==> config.mk <==
export PLATFORM = sky130hd
export DESIGN_NAME = prs_sequencer
export DESIGN_NICKNAME = d
export VERILOG_FILES = /design/src/prs_pkg.sv /design/src/prs_delay_timer.sv /design/src/prs_sequencer.sv /design/src/prs_sync2.sv
export SDC_FILE = /design/constraint.sdc
export NUM_CORES = 1
export LEC_CHECK = 0
export ABC_AREA = 0
export BUFFER_PORTS_ARGS = -buffer_cell sky130_fd_sc_hd__buf_2
export CELL_PAD_IN_SITES_DETAIL_PLACEMENT = 0
export CELL_PAD_IN_SITES_GLOBAL_PLACEMENT = 1
export CORE_ASPECT_RATIO = 0.9
export CORE_MARGIN = 2
export CORE_UTILIZATION = 30
export DETAILED_ROUTE_END_ITERATION = 16
export PLACE_DENSITY_LB_ADDON = 0.1
export SYNTH_ARGS = -nofsm -noshare
export SYNTH_HDL_FRONTEND = slang
export SYNTH_SLANG_ARGS = --single-unit
==> constraint.sdc <==
create_clock -name clk_in -period 2.3 [get_ports clk_in]
set_input_delay 0.23 -clock clk_in [delete_from_list [all_inputs] [get_ports clk_in]]
set_output_delay 0.23 -clock clk_in [all_outputs]
set_load 0.03 [all_outputs]
==> src/prs_pkg.sv <==
package prs_pkg;

    // Timebase
    localparam int CLK_MHZ = 100;

    // Sequence delays in microseconds, with their cycle counts at the clock rate
    localparam int T1_US    = 500;
    localparam int WAKE_US  = 100;
    localparam int T2_US    = 8000;
    localparam int T3_US    = 4000;
    localparam int T4_US    = 16000;
    localparam int TREC_US  = 32000;
    localparam int T1_CYC   = (T1_US + WAKE_US) * CLK_MHZ;
    localparam int T2_CYC   = T2_US * CLK_MHZ;
    localparam int T3_CYC   = T3_US * CLK_MHZ;
    localparam int T4_CYC   = T4_US * CLK_MHZ;
    localparam int TREC_CYC = TREC_US * CLK_MHZ;

    // Counter width that holds the longest delay
    localparam int CNT_W = 22;

    // Rail count and masks
    localparam int          NRAIL      = 3;
    localparam logic [2:0]  RAILS_NONE = 3'h0;
    localparam logic [2:0]  RAILS_B1   = 3'h1;
    localparam logic [2:0]  RAILS_B2   = 3'h2;
    localparam logic [2:0]  RAILS_B12  = 3'h3;
    localparam logic [2:0]  RAILS_ALL  = 3'h7;

    // Sequencer states, Gray coded along the start-up path
    typedef enum logic [3:0] {
        PRS_OFF     = 4'h0,
        PRS_WAIT_T1 = 4'h1,
        PRS_B1_UP   = 4'h3,
        PRS_WAIT_T2 = 4'h2,
        PRS_B2_UP   = 4'h6,
        PRS_WAIT_T3 = 4'h7,
        PRS_B3_UP   = 4'h5,
        PRS_WAIT_T4 = 4'h4,
        PRS_RUN     = 4'hc,
        PRS_HIB     = 4'hd
    } prs_state_t;

    // Reported power mode
    typedef enum logic [1:0] {
        PRS_MODE_OFF = 2'h0,
        PRS_MODE_HIB = 2'h1,
        PRS_MODE_LP  = 2'h3,
        PRS_MODE_ACT = 2'h2
    } prs_mode_t;

    // Host control pins travelling together through the synchroniser
    typedef struct packed {
        logic wake_n;
        logic hold;
        logic low_power;
    } prs_host_ctl_t;

    localparam prs_host_ctl_t HOST_CTL_IDLE = '{wake_n: 1'b1, hold: 1'b0, low_power: 1'b0};

endpackage

==> src/prs_delay_timer.sv <==
`timescale 1ns/1ns
module prs_delay_timer #(
    parameter int CNT_W = 22
) (
    // Clock and reset
    input  wire logic               clk_in,
    input  wire logic               resetn_in,
    // Control
    input  wire logic               start_in,
    input  wire logic [CNT_W-1:0]   len_in,
    // Expiry pulse, len_in cycles after start_in is sampled
    output logic                    done_out
);

    logic [CNT_W-1:0] cnt_ff;
    logic             run_ff;
    logic             done_ff;

    // A new start simply reloads, so a stale expiry never leaks out
    always_ff @(posedge clk_in or negedge resetn_in) begin
        if (!resetn_in) begin
            cnt_ff <= '0;
            run_ff <= 1'b0;
        end else if (start_in) begin
            cnt_ff <= len_in;
            run_ff <= 1'b1;
        end else if (run_ff) begin
            cnt_ff <= cnt_ff - 1'b1;
            run_ff <= (cnt_ff != 1);
        end
    end

    always_ff @(posedge clk_in or negedge resetn_in) begin
        if (!resetn_in) begin
            done_ff <= 1'b0;
        end else begin
            done_ff <= run_ff && !start_in && (cnt_ff == 1);
        end
    end

    assign done_out = done_ff;

endmodule

==> src/prs_sequencer.sv <==
`timescale 1ns/1ns
// Summary of operation
// - Reset output held low until start-up succeeds, released after final delay.
// - Undervoltage, system fault or buck overcurrent drops reset and rails at once.
// - Reset output is driven low in hibernate.
// - Button start needs button low throughout first delay; any high aborts.
// - Button toggling after step one is ignored, echo still follows.
// - Rising edge on hold input starts sequence; first delay 0.5 ms plus wake-up.
// - Start event invalid at first-delay expiry aborts before first buck.
// - Second buck enabled 8 ms after first buck is good.
// - Third buck enabled 4 ms after second buck is good.
// - All enabled rails checked before and after the 16 ms reset delay.
// - Hold low at reset release turns everything off, reset stays low.
// - Rail not good within 32 ms of enable aborts to off.
// - After reset release, hold and low-power request select power mode.
// - Rail in dropout bypass counts as good during start-up.
// - Hold falling with low-power low drops reset and turns all bucks off.
// - A buck turned off gets its discharge switch when discharge enabled.
// - Hold falling with low-power high keeps buck two, drops one and three.
// - Off, hibernate, low-power auto-skip, active forced PWM decode.
// - Echo output driven low while button detected low, else released.
// - Off is the initial state, left only through the start-up sequence.
module prs_sequencer #(
    parameter int unsigned T1_CYC   = prs_pkg::T1_CYC,
    parameter int unsigned T2_CYC   = prs_pkg::T2_CYC,
    parameter int unsigned T3_CYC   = prs_pkg::T3_CYC,
    parameter int unsigned T4_CYC   = prs_pkg::T4_CYC,
    parameter int unsigned TREC_CYC = prs_pkg::TREC_CYC,
    parameter int          CNT_W    = prs_pkg::CNT_W
) (
    // Clock and reset
    input  wire logic                       clk_in,
    input  wire logic                       resetn_in,
    // Host pins
    input  wire logic                       wake_button_n_in,
    input  wire logic                       hold_power_in,
    input  wire logic                       low_power_request_in,
    output logic                            host_reset_n_out,
    output logic                            host_reset_oe_out,
    output logic                            wake_echo_n_out,
    output logic                            wake_echo_oe_out,
    // Protection
    input  wire logic                       input_undervoltage_lockout_in,
    input  wire logic                       system_fault_in,
    input  wire logic [prs_pkg::NRAIL-1:0]  overcurrent_in,
    // Rail monitors and controls
    input  wire logic [prs_pkg::NRAIL-1:0]  rail_good_in,
    input  wire logic [prs_pkg::NRAIL-1:0]  rail_bypass_in,
    input  wire logic [prs_pkg::NRAIL-1:0]  discharge_enable_in,
    output logic [prs_pkg::NRAIL-1:0]       buck_enable_out,
    output logic [prs_pkg::NRAIL-1:0]       forced_pulse_width_mode_out,
    output logic [prs_pkg::NRAIL-1:0]       discharge_on_out,
    // Status
    output prs_pkg::prs_mode_t              power_mode_out
);

    if (CNT_W < 2 || CNT_W > 31 || T1_CYC < 1 || T2_CYC < 1 || T3_CYC < 1 || T4_CYC < 1
            || TREC_CYC < 1 || TREC_CYC >= (1 << CNT_W) || T4_CYC >= (1 << CNT_W)
            || T2_CYC >= (1 << CNT_W) || T1_CYC >= (1 << CNT_W)
            || T3_CYC >= (1 << CNT_W)) begin : g_bad_params
        $error("prs_sequencer: delay counts do not fit the counter");
    end

    // Rails that each state keeps enabled
    function automatic logic [2:0] rails_of(input prs_pkg::prs_state_t st, input logic skip);
        logic [2:0] r;
        r = prs_pkg::RAILS_NONE;
        case (st)
            prs_pkg::PRS_WAIT_T1: r = skip ? prs_pkg::RAILS_B2 : prs_pkg::RAILS_NONE;
            prs_pkg::PRS_B1_UP,
            prs_pkg::PRS_WAIT_T2: r = skip ? prs_pkg::RAILS_B12 : prs_pkg::RAILS_B1;
            prs_pkg::PRS_B2_UP,
            prs_pkg::PRS_WAIT_T3: r = prs_pkg::RAILS_B12;
            prs_pkg::PRS_B3_UP,
            prs_pkg::PRS_WAIT_T4,
            prs_pkg::PRS_RUN:     r = prs_pkg::RAILS_ALL;
            prs_pkg::PRS_HIB:     r = prs_pkg::RAILS_B2;
            default:              r = prs_pkg::RAILS_NONE;
        endcase
        return r;
    endfunction

    // Host pins come from another domain
    prs_pkg::prs_host_ctl_t host_raw;
    prs_pkg::prs_host_ctl_t host_s;

    assign host_raw.wake_n    = wake_button_n_in;
    assign host_raw.hold      = hold_power_in;
    assign host_raw.low_power = low_power_request_in;

    prs_sync2 #(
        .W       (3),
        .RST_VAL (prs_pkg::HOST_CTL_IDLE)
    ) u_host_sync (
        .clk_in    (clk_in),
        .resetn_in (resetn_in),
        .d_in      (host_raw),
        .q_out     (host_s)
    );

    logic btn_low;
    logic hold_s;
    logic lpr_s;

    assign btn_low = !host_s.wake_n;
    assign hold_s  = host_s.hold;
    assign lpr_s   = host_s.low_power;

    // Edge history
    logic hold_prev_ff;
    logic btn_prev_ff;

    always_ff @(posedge clk_in or negedge resetn_in) begin
        if (!resetn_in) begin
            hold_prev_ff <= 1'b0;
            btn_prev_ff  <= 1'b0;
        end else begin
            hold_prev_ff <= hold_s;
            btn_prev_ff  <= btn_low;
        end
    end

    logic hold_rise;
    logic btn_fall;
    logic fault_any;

    assign hold_rise = hold_s && !hold_prev_ff;
    assign btn_fall  = btn_low && !btn_prev_ff;
    assign fault_any = input_undervoltage_lockout_in || system_fault_in || (|overcurrent_in);

    // Sequencer state
    prs_pkg::prs_state_t state_ff;
    prs_pkg::prs_state_t nxt_state;
    logic                src_btn_ff;
    logic                nxt_src_btn;
    logic                skip_ff;
    logic                nxt_skip;
    logic                tmr_start;
    logic [CNT_W-1:0]    tmr_len;
    logic                tmr_done;

    prs_delay_timer #(
        .CNT_W (CNT_W)
    ) u_timer (
        .clk_in    (clk_in),
        .resetn_in (resetn_in),
        .start_in  (tmr_start),
        .len_in    (tmr_len),
        .done_out  (tmr_done)
    );

    // Good, or in dropout bypass, for every rail now enabled
    logic [2:0] rail_ok;
    logic       all_ok;

    assign rail_ok = rail_good_in | rail_bypass_in;
    assign all_ok  = (rails_of(state_ff, skip_ff) & ~rail_ok) == prs_pkg::RAILS_NONE;

    always_comb begin
        nxt_state   = state_ff;
        nxt_src_btn = src_btn_ff;
        nxt_skip    = skip_ff;
        tmr_start   = 1'b0;
        tmr_len     = '0;
        if (fault_any) begin
            nxt_state = prs_pkg::PRS_OFF;
        end else begin
            case (state_ff)
                prs_pkg::PRS_OFF: begin
                    // Off is left only by a start event
                    if (hold_rise || btn_fall) begin
                        nxt_state   = prs_pkg::PRS_WAIT_T1;
                        nxt_src_btn = !hold_rise;
                        nxt_skip    = 1'b0;
                        tmr_start   = 1'b1;
                        tmr_len     = CNT_W'(T1_CYC);
                    end
                end
                prs_pkg::PRS_WAIT_T1: begin
                    if (src_btn_ff && !btn_low) begin
                        nxt_state = prs_pkg::PRS_OFF;
                    end else if (tmr_done) begin
                        if (src_btn_ff ? btn_low : hold_s) begin
                            nxt_state = prs_pkg::PRS_B1_UP;
                            tmr_start = 1'b1;
                            tmr_len   = CNT_W'(TREC_CYC);
                        end else begin
                            nxt_state = prs_pkg::PRS_OFF;
                        end
                    end
                end
                prs_pkg::PRS_B1_UP: begin
                    // Button no longer looked at from here on
                    if (rail_ok[0]) begin
                        nxt_state = skip_ff ? prs_pkg::PRS_WAIT_T3 : prs_pkg::PRS_WAIT_T2;
                        tmr_start = 1'b1;
                        tmr_len   = skip_ff ? CNT_W'(T3_CYC) : CNT_W'(T2_CYC);
                    end else if (tmr_done) begin
                        nxt_state = prs_pkg::PRS_OFF;
                    end
                end
                prs_pkg::PRS_WAIT_T2: begin
                    if (tmr_done) begin
                        nxt_state = prs_pkg::PRS_B2_UP;
                        tmr_start = 1'b1;
                        tmr_len   = CNT_W'(TREC_CYC);
                    end
                end
                prs_pkg::PRS_B2_UP: begin
                    if (rail_ok[1]) begin
                        nxt_state = prs_pkg::PRS_WAIT_T3;
                        tmr_start = 1'b1;
                        tmr_len   = CNT_W'(T3_CYC);
                    end else if (tmr_done) begin
                        nxt_state = prs_pkg::PRS_OFF;
                    end
                end
                prs_pkg::PRS_WAIT_T3: begin
                    if (tmr_done) begin
                        nxt_state = prs_pkg::PRS_B3_UP;
                        tmr_start = 1'b1;
                        tmr_len   = CNT_W'(TREC_CYC);
                    end
                end
                prs_pkg::PRS_B3_UP: begin
                    if (all_ok) begin
                        nxt_state = prs_pkg::PRS_WAIT_T4;
                        tmr_start = 1'b1;
                        tmr_len   = CNT_W'(T4_CYC);
                    end else if (tmr_done) begin
                        nxt_state = prs_pkg::PRS_OFF;
                    end
                end
                prs_pkg::PRS_WAIT_T4: begin
                    if (tmr_done) begin
                        if (all_ok && hold_s) begin
                            nxt_state = prs_pkg::PRS_RUN;
                        end else begin
                            nxt_state = prs_pkg::PRS_OFF;
                        end
                    end
                end
                prs_pkg::PRS_RUN: begin
                    if (!hold_s) begin
                        nxt_state = lpr_s ? prs_pkg::PRS_HIB : prs_pkg::PRS_OFF;
                    end
                end
                prs_pkg::PRS_HIB: begin
                    // Restart keeps buck two running and skips its step
                    if (hold_rise) begin
                        nxt_state   = prs_pkg::PRS_WAIT_T1;
                        nxt_src_btn = 1'b0;
                        nxt_skip    = 1'b1;
                        tmr_start   = 1'b1;
                        tmr_len     = CNT_W'(T1_CYC);
                    end else if (!lpr_s) begin
                        nxt_state = prs_pkg::PRS_OFF;
                    end
                end
                default: begin
                    nxt_state = prs_pkg::PRS_OFF;
                end
            endcase
        end
    end

    always_ff @(posedge clk_in or negedge resetn_in) begin
        if (!resetn_in) begin
            state_ff   <= prs_pkg::PRS_OFF;
            src_btn_ff <= 1'b0;
            skip_ff    <= 1'b0;
        end else begin
            state_ff   <= nxt_state;
            src_btn_ff <= nxt_src_btn;
            skip_ff    <= nxt_skip;
        end
    end

    // Rail, reset and mode outputs follow the next state so they move in the same cycle as the state; echo follows the button
    logic [2:0]         buck_ff;
    logic [2:0]         forced_pulse_width_mode_ff;
    logic [2:0]         disch_ff;
    logic               rst_oe_ff;
    logic               echo_oe_ff;
    prs_pkg::prs_mode_t mode_ff;
    logic [2:0]         nxt_rails;

    assign nxt_rails = rails_of(nxt_state, nxt_skip);

    always_ff @(posedge clk_in or negedge resetn_in) begin
        if (!resetn_in) begin
            buck_ff  <= prs_pkg::RAILS_NONE;
            disch_ff <= prs_pkg::RAILS_NONE;
        end else begin
            buck_ff  <= nxt_rails;
            disch_ff <= ~nxt_rails & discharge_enable_in;
        end
    end

    // Reset only ever rises on entry to run, so an aborted release cannot glitch
    always_ff @(posedge clk_in or negedge resetn_in) begin
        if (!resetn_in) begin
            rst_oe_ff <= 1'b1;
        end else begin
            rst_oe_ff <= (nxt_state != prs_pkg::PRS_RUN);
        end
    end

    always_ff @(posedge clk_in or negedge resetn_in) begin
        if (!resetn_in) begin
            echo_oe_ff <= 1'b0;
        end else begin
            echo_oe_ff <= btn_low;
        end
    end

    always_ff @(posedge clk_in or negedge resetn_in) begin
        if (!resetn_in) begin
            forced_pulse_width_mode_ff <= prs_pkg::RAILS_NONE;
            mode_ff <= prs_pkg::PRS_MODE_OFF;
        end else begin
            case (nxt_state)
                prs_pkg::PRS_OFF: begin
                    forced_pulse_width_mode_ff <= prs_pkg::RAILS_NONE;
                    mode_ff <= prs_pkg::PRS_MODE_OFF;
                end
                prs_pkg::PRS_HIB: begin
                    forced_pulse_width_mode_ff <= prs_pkg::RAILS_NONE;
                    mode_ff <= prs_pkg::PRS_MODE_HIB;
                end
                prs_pkg::PRS_RUN: begin
                    forced_pulse_width_mode_ff <= lpr_s ? prs_pkg::RAILS_NONE : prs_pkg::RAILS_ALL;
                    mode_ff <= lpr_s ? prs_pkg::PRS_MODE_LP : prs_pkg::PRS_MODE_ACT;
                end
                default: begin
                    forced_pulse_width_mode_ff <= nxt_rails;
                    mode_ff <= prs_pkg::PRS_MODE_OFF;
                end
            endcase
        end
    end

    assign buck_enable_out             = buck_ff;
    assign discharge_on_out            = disch_ff;
    assign forced_pulse_width_mode_out = forced_pulse_width_mode_ff;
    assign power_mode_out              = mode_ff;
    assign host_reset_oe_out           = rst_oe_ff;
    assign wake_echo_oe_out            = echo_oe_ff;
    // Open-drain pins only ever pull low
    assign host_reset_n_out            = 1'b0;
    assign wake_echo_n_out             = 1'b0;
endmodule

==> src/prs_sync2.sv <==
`timescale 1ns/1ns
module prs_sync2 #(
    parameter int               W       = 1,
    parameter logic [W-1:0]     RST_VAL = '0
) (
    // Clock and reset
    input  wire logic           clk_in,
    input  wire logic           resetn_in,
    // Data
    input  wire logic [W-1:0]   d_in,
    output logic [W-1:0]        q_out
);

    logic [W-1:0] meta_ff;
    logic [W-1:0] q_ff;

    // First stage is read only by the second
    always_ff @(posedge clk_in or negedge resetn_in) begin
        if (!resetn_in) begin
            meta_ff <= RST_VAL;
            q_ff    <= RST_VAL;
        end else begin
            meta_ff <= d_in;
            q_ff    <= meta_ff;
        end
    end

    assign q_out = q_ff;

endmodule

======== After elaboration in Yosys (flattened, before gate mapping) ========
Cells that the tools add are included.
Widths: inputs -> output; s select.
operators by class
  eq/ne operators ......................... 23
  reduce and logical (&&, ||, !) cells .... 29
  add/sub/neg operators ................... 1
  bitwise operators ....................... 6
  multiplexer cells ....................... 64
operators with widths
  cell                   number
  $mux 22                7
  $pmux 22 s7            1
  $mux 4                 16
  $mux 20                2
  $pmux 4 s10            1
  $eq 4x3->1 const B     8
  $mux 16                2
  $pmux 3 s5             2
  $eq 22x1->1 const B    1
  $ne 22x1->1 const B    1
  $sub 22x1->22 const B  1
  $mux 21                1
  $mux 1                 19
  $mux 19                1
  $eq 4x2->1 const B     4
  $eq 4x4->1 const B     4
  $reduce_or 2->1        6
  $mux 2                 5
  $reduce_or 3->1        3
  $eq 4x1->1 const B     2
  $logic_not 4->1        2
  $pmux 1 s7             1
  $and 3x3->3            2
  $logic_and 1x1->1      6
  14 further kinds       25
storage, ports and cells
  input bits .............................. 19
  output and inout port bits .............. 15
  bits in registers ....................... 50
  logic and storage cells ................. 138

======== Logic depth before layout (Yosys ltp) ========
Gate-level depths: netlist (run 1).
  depth after elaboration ................. 15
  depth in mapped cells ................... 10

======== By module ========
From an unflattened synthesis (run 1), not the netlist that was laid out.
second synthesis, totals
  cell total of the unflattened synthesis .. 318
  area, all modules ....................... 2912.8 um^2
modules (own cells, without submodules)
  module           cells each  area each (um^2)  instances
  prs_sequencer    168         1400.1            1
  prs_delay_timer  144         1360.1            1
  prs_sync2        6           152.6             1

======== Worst setup path after synthesis (run 1) ========
No wires, ideal clock.
  path type ............................... reg-to-reg
  start point ............................. register state_ff[2]
  end point ............................... register u_timer.cnt_ff[11]
  buffers on the path ..................... 2
  arrival time ............................ 1987 ps
  stages on the path, launching flop included .. 9
  slack ................................... 189 ps
  library setup time ...................... 124 ps
  cell sequence ........................... dfrtp_1 -> buf_2 -> or2_1 -> a2111oi_4 -> o21a_2 -> o41a_2 -> buf_6 -> o22ai_1 -> a211o_1
between the ends
  longest elaborated chain between the ends .. 9
ends and longest elaborated chain
  item                                                       line                   RTL
  start, declared                                            prs_sequencer.sv:132   prs_pkg::prs_state_t state_ff;
  start signal, assigned                                     prs_sequencer.sv:269   state_ff <= prs_pkg::PRS_OFF;
  start signal, assigned                                     prs_sequencer.sv:273   state_ff <= nxt_state;
  $eq 4x4->1, or another cell as far along                   prs_sequencer.sv:68    case (st)
  $reduce_or 3->1 / $reduce_or 2->1 (equally long branches)  prs_sequencer.sv:68
  $pmux 3 s5                                                 prs_sequencer.sv:68
  $and 3x3->3                                                prs_sequencer.sv:157   assign all_ok = (rails_of(state_ff, skip_ff) & ~rail_ok) == prs_pkg::RAILS_NONE;
  $logic_not 3->1                                            prs_sequencer.sv:157
  $mux 21 / $mux 1 (equally long branches)                   prs_sequencer.sv:226   if (all_ok) begin
  $pmux 22 s7 / $pmux 1 s7 (equally long branches)           prs_sequencer.sv:168   case (state_ff)
  $mux 22 / $mux 1 (equally long branches)                   prs_sequencer.sv:165   if (fault_any) begin
  $mux 22 / $reduce_bool 2->1 (equally long branches)        n/a
  end signal, assigned                                       prs_delay_timer.sv:25  cnt_ff <= len_in;
  end signal, assigned                                       prs_delay_timer.sv:28  cnt_ff <= cnt_ff - 1'b1;
  end, declared                                              prs_delay_timer.sv:15  logic [CNT_W-1:0] cnt_ff;
Several ways; a longest one is shown, not always the timed one.
A chain may end at the register's enable or synchronous reset.

======== Worst setup path after layout (run 1) ========
  start point ............................. register state_ff[3]
  end point ............................... register buck_ff[0] (netlist: buck_enable_out[0])
between the ends
  longest elaborated chain between the ends .. 13
ends and longest elaborated chain
  item                                                       line                                       RTL
  $eq 4x4->1, or another cell as far along                   prs_sequencer.sv:68, prs_sequencer.sv:168
  $reduce_or 3->1 / $reduce_or 2->1 (equally long branches)  prs_sequencer.sv:68
  $pmux 3 s5                                                 prs_sequencer.sv:68
  $and 3x3->3                                                prs_sequencer.sv:157
  $logic_not 3->1                                            prs_sequencer.sv:157
  $logic_and 1x1->1                                          prs_sequencer.sv:236                       if (all_ok && hold_s) begin
  $mux 4                                                     prs_sequencer.sv:236
  $mux 4                                                     prs_sequencer.sv:235                       if (tmr_done) begin
  $pmux 4 s10 (*)                                            prs_sequencer.sv:168
  $mux 4 (*)                                                 prs_sequencer.sv:165
  $eq 4x4->1, or another cell as far along                   prs_sequencer.sv:68
  $reduce_or 3->1 / $reduce_or 2->1 (equally long branches)  prs_sequencer.sv:68
  $pmux 3 s5 (*)                                             prs_sequencer.sv:68
  net nxt_rails[0]                                           prs_sequencer.sv:286                       logic [2:0] nxt_rails;
  end signal, assigned                                       prs_sequencer.sv:292                       buck_ff <= prs_pkg::RAILS_NONE;
  end signal, assigned                                       prs_sequencer.sv:295                       buck_ff <= nxt_rails;
  end, declared                                              prs_sequencer.sv:280                       logic [2:0] buck_ff;
Mark *: on every way through the listed nets, which the timed path passes. The rest lies on a longest branch.

==> results of run 1 <==
-- routing by layer --
| metal | vias up | track usage, % | wire [µm] |
|---|---|---|---|
| met5 | - | 0 | 0 |
| met4 | 0 | 4.28 | 61 |
| met3 | 6 | 3.47 | 345 |
| met2 | 51 | 24.2 | 2990 |
| met1 | 1112 | 23.8 | 3920 |
| li1 | 1126 | - | - |
-- sequential cells by signal, indices dropped and copies added, names as in the netlist --
register and cells:
u_timer.cnt_ff 22, state_ff 4, buck_enable_out 3, discharge_on_out 3
forced_pulse_width_mode_out 3, u_host_sync.meta_ff 3, u_host_sync.q_out 3, power_mode_out 2
hold_prev_ff 1, host_reset_oe_out 1, skip_ff 1, src_btn_ff 1
u_timer.done_out 1, u_timer.run_ff 1, wake_echo_oe_out 1
-- worst paths after layout --
path	startpoint	to	cells past startpoint
worst min register to register	u_host_sync.meta_ff[0]	u_host_sync.q_out[0]	0
max in group asynchronous	resetn_in	u_host_sync.meta_ff[2]	3
worst min-delay path	discharge_enable_in[2]	discharge_on_out[2]	2
worst max register to register	state_ff[3]	buck_enable_out[0]	7
min in group asynchronous	resetn_in	skip_ff	2
worst max-delay path	state_ff[3]	buck_enable_out[0]	7
-- kinds of logic after synthesis --
| logic type | count (synthesis) | share of synthesized area (%) |
|---|---|---|
| and+or+nand+nor | 110 | 23.8 |
| AOI/OAI and AO/OA | 62 | 18.0 |
| DFF | 50 | 46.7 |
| xor gates and xnor gates | 19 | 6.19 |
| buffers and inverters | 19 | 3.86 |
| adders and majority gates | 2 | 0.931 |
| other | 1 | 0.140 |
| muxes | 1 | 0.372 |
-- power by group --
group,internal (mW),switching [mW],leakage [nW]
Clock,0.227,0.345,0.0502
Combinational,0.241,0.248,0.898
Sequential,1.01,0.123,0.600
Total,1.48,0.715,1.55
-- repair_timing --
action / in CTS / in global routing
endpoints found under the hold margin: 25 / 0
setup endpoints to repair: 9 / 25
buffers inserted: 0 / 4
pin swaps: 0 / 8
gates resized for setup: 2 / 22
hold buffers: 4 / 0
-- Yosys cell counts, types with 2 or more instances --
library cell	count
nand2_1	15
xnor2_1	13
nor4b_1	2
dfstp_2	3
a211o_1	2
or2_1	3
buf_6	2
a221oi_1	2
nor4bb_1	2
o21ai_1	7
o22a_1	2
o22ai_1	4
nor3_1	10
nor3b_1	2
xor2_1	6
and4b_1	2
ha_1	2
nand2b_1	3
and3_1	2
a21oi_1	9
nor4_1	10
nor2_1	33
buf_4	2
dfrtp_1	47
nor2b_1	6
buf_2	8
nor3b_2	2
a32oi_1	2
and2_1	3
o21ai_0	9
nand4_1	4
inv_1	7
a31oi_1	3
a21o_1	2
-- layout by cell type, fill, tap and decap left out, types with 4 or more instances in the layout --
| cell | count |
|---|---|
| xnor2_1 | 13 |
| nor2b_1 | 5 |
| dlygate4sd3_1 | 4 |
| inv_1 | 7 |
| clkbuf_8 | 5 |
| o21ai_1 | 7 |
| nand4_1 | 4 |
| a21oi_1 | 8 |
| nand2_1 | 15 |
| o22ai_1 | 4 |
| buf_4 | 48 |
| nor3_1 | 9 |
| dfrtp_1 | 44 |
| xor2_1 | 6 |
| o21ai_0 | 8 |
| buf_2 | 31 |
| nor4_1 | 8 |
| nor2_1 | 32 |
-- per-stage QoR --
| step | util (%) | cell area (µm²) | setup TNS, ns | setup WS (ns) | std cells |
|---|---|---|---|---|---|
| after floorplan | - | 2690 | 0 | 0.189 | 265 |
| after global placement | 38.1 | 3300 | -0.0812 | -0.0720 | 450 |
| after detailed placement | 38.1 | 3300 | -0.335 | -0.118 | 450 |
| after CTS | 39.8 | 3440 | -0.00890 | -0.00890 | 462 |
| after global routing | 41.4 | 3580 | 0 | 0.00570 | 466 |
| final | 41.4 | 3580 | 0 | 0.0586 | 466 |
-- area by class of cell --
class                           count  area (µm²)
Sequential cell                    50        1260
Timing Repair Buffer               86         607
Clock inverter                      3        28.8
Multi-Input combinational cell    196        1440
Inverter                            7        26.3
Clock buffer                        5        68.8
Tap cell                          119         149
Fill cell                         879        5070
==> results.tsv, run 1 <==
metric	value	unit
status	finished, final reports clean	
fmax	0.446	GHz
Synth Flop Type	dfrtp_1	
PD cells	614	mW/mm²
register area share after synthesis	46.7	%
cell repeated most along the worst path	buf_4	
cell row count	32	
Synth top area share	43.8	%
worst vdd ir	0.296	mV
period utilization	97.5	%
DRT Pass-1 Iters	4	
CTS Buf Count	5	
Inserted Diodes	0	
clock sink total	50	
GRT Total Usage	16.2	%
die area	0.00973	mm²
master of the slowest instance on the critical path	a221o_1	
Hold Worst Slack	0.129	ns
Wirelength per Cell	15.7	µm
Worst-Skew Late Latency	0.31	ns
number of antenna violations at the first check in global routing	0	
drt first-iter violations	138	
I/O pin count	34	
DIE WIDTH	104	µm
Final Hold Fails	0	
Tmin final	2.24	ns
grt ovf	0	
CP endpoint kind	register	
area grow syn2layout	33.1	%
Critical Path AT	2.45	ns
WL final	7310	µm
Mapped Area	0.00269	mm²
RSZ-0062 raised after global routing	false	
Seq cells post-synth	50	
H-tree depth	2	
Syn Inst Count	264	
ys async rst share	100	%
DR DRC count	0	
TritonCTS clock tree	yes	
PortBufs	31	
Mean Syn Cell Area	10.2	µm²
required time worst endpoint	2.51	ns
post-DR vias/cell	4.92	
Placer Congestion	0.809	
Core Area	0.00865	mm²
number of synthesized flops with an enable pin	0	
crit path kind	reg -> reg	
Hold/Removal Path Class	in -> reg	
Pwr Total	2.20	mW
layout cell share with drive strength beyond 1	36.6	%
Worst path max stage delay	0.42	ns
ranking of synthesized cells by area	dfrtp_1, nor2_1, xnor2_1	
Clock Skew	0.00842	ns
Final #Nets	367	
worst slew pin tran	0.823	ns
leakage	1.55	nW
clk slew on worst S/H paths	0.11	ns
number of global-route vias before repair	2386	
largest net degree at the start of global routing	29	
max cap viols	0	
clock tree buffer depth	2	
Syn. warnings	0	
Finish-stage setup viols	0	
Max Slew Vio Count	0	
Initial Util	31.1	%
Post-DRT Antenna Nets	0	
cell family with most CP delay	compound AO/OA/AOI/OAI gates	
via count	2295	
Post-DP HPWL	5400	µm
crit path buf inv count	2	
Cell variety after synth	67	
chip height	93.8	µm
Rel. slew slack	45.1	%
first-pass GRT wire length	12500	µm
CP startpoint kind	register	
largest area contributor in the netlist	dfrtp_1	
CP Max Fanout	4	
Reg2Reg Setup Slack	0.06	ns
Clk Tree Root Cell	clkbuf_8	
Cell Chain, Critical Path	buf_4 -> buf_4 -> a32o_1 -> a221o_1 -> or3_4 -> o2111a_2 -> or2_1	
No activity file was read; power rests on OpenSTA's default activity.
==> inputs of run 2 (changes only) <==
==> constraint.sdc (replaced) <==
create_clock -name clk_in -period 2.5 [get_ports clk_in]
set_input_delay 0.25 -clock clk_in [delete_from_list [all_inputs] [get_ports clk_in]]
set_output_delay 0.25 -clock clk_in [all_outputs]
set_load 0.03 [all_outputs]
==> results.tsv, run 2 (synthesis gave the netlist of run 1 again) <==
metric	value	unit	change
status	finished, final reports clean		unchanged
setup ws final	0.117	ns	was 0.0586 ns
via count	2121		was 2295
met1 GRT Util	22.9	%	was 23.8%
master of the slowest instance on the critical path	o41a_2		was a221o_1
Tmin final	2.38	ns	was 2.24 ns
Finished Core Util	37.6	%	was 41.4%
r2r endpoint	u_timer.cnt_ff[18]		was buck_enable_out[0]
FILL cells	924		was 879
cell row count	32		unchanged
Initial Util	31.1	%	unchanged
Clock Skew	0.0132	ns	was 0.00842 ns
Cell Chain, Critical Path	nor2b_1 -> and2_1 -> o21a_2 -> o41a_2 -> buf_4 -> o22a_1 -> o22a_1		was buf_4 -> buf_4 -> a32o_1 -> a221o_1 -> or3_4 -> o2111a_2 -> or2_1
Post-DP HPWL	5170	µm	was 5400 µm
crit path kind	reg -> reg		unchanged
Worst-Skew Late Latency	0.31	ns	about the same
layout cell share with drive strength beyond 1	28.1	%	was 36.6%
cell family with most CP delay	compound AO/OA/AOI/OAI gates		unchanged
placed cell area	0.00311	mm²	was 0.00330 mm²
required time worst endpoint	2.71	ns	was 2.51 ns
area of the multi-input gates	0.00137	mm²	was 0.00144 mm²
DRT Pass-1 Iters	4		unchanged
Post-CTS Setup Bufs	0		unchanged
Clk Tree Root Cell	clkbuf_8		unchanged
Placer Congestion	0.850		was 0.809
Hold EP	u_host_sync.meta_ff[2]		was discharge_on_out[2]
most common cell after layout, fill and taps aside	dfrtp_1		was buf_4
hold path start	wake_button_n_in		was discharge_enable_in[2]
CP Max Fanout	9		was 4
Worst path max stage delay	0.56	ns	was 0.42 ns
FF-to-FF Start	state_ff[1]		was state_ff[3]
Finish-stage setup viols	0		unchanged
fmax	0.420	GHz	was 0.446 GHz
design area	0.00325	mm²	was 0.00358 mm²
PD cells	606	mW/mm²	was 614 mW/mm²
clock sink total	50		unchanged
met2 Use GR	21.1	%	was 24.2%
Pwr Total	1.97	mW	was 2.20 mW
leakage	1.39	nW	was 1.55 nW
max cap viols	0		unchanged
period utilization	95.3	%	was 97.5%
Inserted Diodes	0		unchanged
H-tree depth	2		unchanged
GRT Total Usage	14.8	%	was 16.2%
Wirelength per Cell	15.6	µm	was 15.7 µm
worst vdd ir	0.233	mV	was 0.296 mV
Final #Nets	337		was 367
TritonCTS clock tree	yes		unchanged
Hold Worst Slack	0.0373	ns	was 0.129 ns
WL final	6790	µm	was 7310 µm
number of antenna violations at the first check in global routing	0		unchanged
Cell Count Post-Placement	427		was 450
DIE WIDTH	104	µm	unchanged
Reg2Reg Setup Slack	0.12	ns	was 0.06 ns
number of global-route vias before repair	2124		was 2386
hold path depth	1		was 2
Post-Place Setup Slack	0.143	ns	was -0.118 ns
I/O pin count	34		unchanged
Hold/Removal Path Class	in -> reg		unchanged
largest net degree at the start of global routing	29		unchanged
max reg flops	22		unchanged
routing usage on met3	2.64	%	was 3.47%
cell repeated most along the worst path	o22a_1		was buf_4
Max Slew Vio Count	0		unchanged
first-pass GRT wire length	11400	µm	was 12500 µm
Core Area	0.00865	mm²	unchanged
most frequent cells in the layout	dfrtp_1, nor2_1, buf_2		was buf_4, dfrtp_1, nor2_1
crit path buf inv count	1		was 2
Post-DRT Antenna Nets	0		unchanged
area grow syn2layout	21.0	%	was 33.1%
Fin Setup TNS	0	ns	unchanged
Critical Path AT	2.59	ns	was 2.45 ns
Non-Filler Instances	436		was 466
die area	0.00973	mm²	unchanged
worst slew pin tran	0.624	ns	was 0.823 ns
PortBufs	31		unchanged
Final Hold Fails	0		unchanged
clock tree buffer depth	2		unchanged
CP startpoint kind	register		unchanged
DR DRC count	0		unchanged
CP endpoint kind	register		unchanged
drt first-iter violations	85		was 138
busiest grt layer	met1		was met2
largest registers	u_timer.cnt_ff: 22 flops, state_ff: 4 flops		unchanged
chip height	93.8	µm	unchanged
grt ovf	0		unchanged
CTS Buf Count	5		unchanged
largest reg by FF count	u_timer.cnt_ff		unchanged
Critical Path Start	state_ff[1]		was state_ff[3]
Rel. slew slack	58.4	%	was 45.1%
Storage cell area	0.00126	mm²	about the same
clk slew on worst S/H paths	0.11	ns	about the same
Reg2Reg Depth	7		unchanged
post-DR vias/cell	4.86		was 4.92
RSZ-0062 raised after global routing	false		unchanged
## run 2: cell types whose count changed in the layout (fill, tap and decap cells not counted), sizes merged
cell and delta:
buf -27, dlygate4sd3 -3
## run 2: how the worst max path moves through the flow
stage,end,slack [ns],depth (start not counted)
final,u_timer.cnt_ff[18],0.12,7
after global routing,u_timer.cnt_ff[18],0.01,7
after CTS,u_timer.cnt_ff[18],0.11,7
after detailed placement,buck_enable_out[0],0.14,6
after global placement,u_timer.cnt_ff[18],0.14,7
after floorplan,u_timer.cnt_ff[11],0.39,8
## run 2: what timing repair did
action                                  in CTS  in global routing
endpoints found under the setup margin       0                  4
gates resized for setup                      0                  7
hold buffers                                 1                  0
hold endpoints to repair                    22                  0
## run 2: where the power goes
group	internal, mW	total, mW	leakage (nW)	switching [mW]
Sequential	0.933	1.04	0.603	0.110
Combinational	0.201	0.417	0.737	0.216
Clock	0.208	0.509	0.0502	0.301
Total	1.34	1.97	1.39	0.628
## run 2: layout make-up
type                       instances  area share (%)
clock inverter                     3           0.885
sequential                        50            38.6
clock buffer                       5            2.12
inverter                           7           0.808
multi-input combinational        196            42.0
timing repair buffer              56            11.0
tap                              119            4.58
## run 2: per-layer routing
layer,vias to the layer above,wire length [µm]
li1,1071,-
met1,1001,3680
met2,45,2770
met3,4,286
met4,0,61
met5,-,0
==> inputs of run 3 (changes only) <==
--- a/config.mk
+++ b/config.mk
@@ -9,11 +9,10 @@
 export BUFFER_PORTS_ARGS = -buffer_cell sky130_fd_sc_hd__buf_2
 export CELL_PAD_IN_SITES_DETAIL_PLACEMENT = 0
 export CELL_PAD_IN_SITES_GLOBAL_PLACEMENT = 1
-export CORE_ASPECT_RATIO = 0.9
 export CORE_MARGIN = 2
 export CORE_UTILIZATION = 30
 export DETAILED_ROUTE_END_ITERATION = 16
-export PLACE_DENSITY_LB_ADDON = 0.1
+export PLACE_DENSITY = 0.66
 export SYNTH_ARGS = -nofsm -noshare
 export SYNTH_HDL_FRONTEND = slang
 export SYNTH_SLANG_ARGS = --single-unit
==> results.tsv, run 3 (synthesis gave the netlist of run 1 again) <==
metric	value	unit	change
status	finished, final reports clean		unchanged
worst vdd ir	0.301	mV	was 0.233 mV
TritonCTS clock tree	yes		unchanged
number of antenna violations at the first check in global routing	0		unchanged
hold path depth	1		unchanged
Final Hold Fails	0		unchanged
most frequent cells in the layout	dfrtp_1, nor2_1, buf_2		unchanged
Max Slew Vio Count	0		unchanged
DIE WIDTH	98.7	µm	was 104 µm
max layer used	met4		unchanged
die area	0.00973	mm²	about the same
Fin Setup TNS	0	ns	unchanged
largest net degree at the start of global routing	25		was 29
largest registers	u_timer.cnt_ff: 22 flops, state_ff: 4 flops		unchanged
met1 wire length	3100	µm	was 3680 µm
area of the multi-input gates	0.00136	mm²	was 0.00137 mm²
CTS Buf Count	5		unchanged
Non-Filler Instances	423		was 436
grt ovf	0		unchanged
Cell Count Post-Placement	414		was 427
number of global-route vias before repair	2028		was 2124
RSZ-0062 raised after global routing	false		unchanged
CP endpoint kind	register		unchanged
area grow syn2layout	18.9	%	was 21.0%
chip height	98.7	µm	was 93.8 µm
Tmin final	2.36	ns	was 2.38 ns
Post-DP HPWL	4740	µm	was 5170 µm
Clk Tree Root Cell	clkbuf_8		unchanged
GRT Total Usage	13.4	%	was 14.8%
I/O pin count	34		unchanged
Core Area	0.00872	mm²	was 0.00865 mm²
design area	0.00320	mm²	was 0.00325 mm²
fmax	0.423	GHz	was 0.420 GHz
Placer Congestion	0.827		was 0.850
crit path kind	reg -> reg		unchanged
clock tree buffer depth	2		unchanged
first-pass GRT wire length	10400	µm	was 11400 µm
CP startpoint kind	register		unchanged
Initial Util	30.8	%	was 31.1%
clk slew on worst S/H paths	0.10	ns	was 0.11 ns
Rel. slew slack	43.5	%	was 58.4%
max cap viols	0		unchanged
Finish-stage setup viols	0		unchanged
Final #Nets	335		was 337
worst slew pin tran	0.847	ns	was 0.624 ns
Met3 Wirelength	170	µm	was 286 µm
WL final	6210	µm	was 6790 µm
max reg flops	22		unchanged
layout cell share with drive strength beyond 1	26.3	%	was 28.1%
FILL cells	853		was 924
H-tree depth	2		unchanged
via count	2151		was 2121
required time worst endpoint	2.69	ns	was 2.71 ns
Critical Path AT	2.56	ns	was 2.59 ns
clock sink total	50		unchanged
most common cell after layout, fill and taps aside	dfrtp_1		unchanged
leakage	1.37	nW	was 1.39 nW
DR DRC count	0		unchanged
Reg2Reg Depth	7		unchanged
period utilization	94.6	%	was 95.3%
CP Max Fanout	9		unchanged
PD cells	610	mW/mm²	was 606 mW/mm²
cell row count	34		was 32
hold path start	wake_button_n_in		unchanged
largest reg by FF count	u_timer.cnt_ff		unchanged
Critical Path Start	state_ff[2]		was state_ff[1]
Storage cell area	0.00125	mm²	was 0.00126 mm²
placed cell area	0.00307	mm²	was 0.00311 mm²
Worst-Skew Late Latency	0.31	ns	about the same
Wirelength per Cell	14.7	µm	was 15.6 µm
Inserted Diodes	0		unchanged
post-DR vias/cell	5.09		was 4.86
Clock Skew	0.0117	ns	was 0.0132 ns
Hold/Removal Path Class	in -> reg		unchanged
DR WL met2	2860	µm	was 2770 µm
Post-DRT Antenna Nets	0		unchanged
DRT Pass-1 Iters	4		unchanged
FF-to-FF Start	state_ff[2]		was state_ff[1]
PortBufs	31		unchanged
drt first-iter violations	150		was 85
-- run 3: final timing paths --
check                                                 endpoint  slack [ns]
worst max-delay path                         u_timer.cnt_ff[9]        0.14
worst min-delay path                    u_host_sync.meta_ff[2]        0.03
worst max register to register               u_timer.cnt_ff[9]        0.14
worst min register to register            u_host_sync.q_out[0]        0.36
max in group asynchronous                 u_host_sync.q_out[2]        1.36
min in group asynchronous       forced_pulse_width_mode_out[1]        0.46
-- run 3: worst max-delay path: stages, from the launching register on --
cell and delay [ns]:
dfrtp_1 0.50, or2_1 0.30, a2111oi_4 0.41, o21a_2 0.24
buf_4 0.13, o41a_2 0.27, o22ai_1 0.10, a211o_1 0.30
-- run 3: cell type report --
cell class	count	share of cell area [%]
clock inverter	3	0.783
timing repair buffer	54	10.3
tap	108	4.23
inverter	7	0.822
sequential	50	39.3
multi-input combinational	196	42.4
clock buffer	5	2.15
-- run 3: per-stage QoR --
stage	hold slack [ns]	total power, mW	worst slack (ns)	util (%)
final	0.0299	1.95	0.135	36.7
after global routing	0.00815	2.09	0.0546	36.7
after CTS	0.0173	1.97	0.0700	36.4
after detailed placement	0.268	1.47	0.0873	35.2
after global placement	0.258	1.46	0.125	35.2
after floorplan	-0.0456	1.33	0.389	-
-- run 3: layer usage --
layer	GRT usage [%]	up-vias
met2	20.8	34
met1	19.5	1049
met5	0	-
met4	4.11	0
met3	2.06	4
li1	-	1064
-- run 3: timing repair --
| action | 4_1_cts | 5_1_grt |
|---|---|---|
| endpoints found under the setup margin | 0 | 7 |
| buffers inserted | 0 | 0 |
| endpoints found under the hold margin | 20 | 0 |
| hold buffers | 1 | 0 |
| gates resized for setup | 0 | 3 |
-- run 3: power breakdown --
part	internal (mW)	switching (mW)	total, mW
clock network	0.203	0.298	0.501
logic	0.195	0.208	0.403
registers	0.933	0.111	1.04
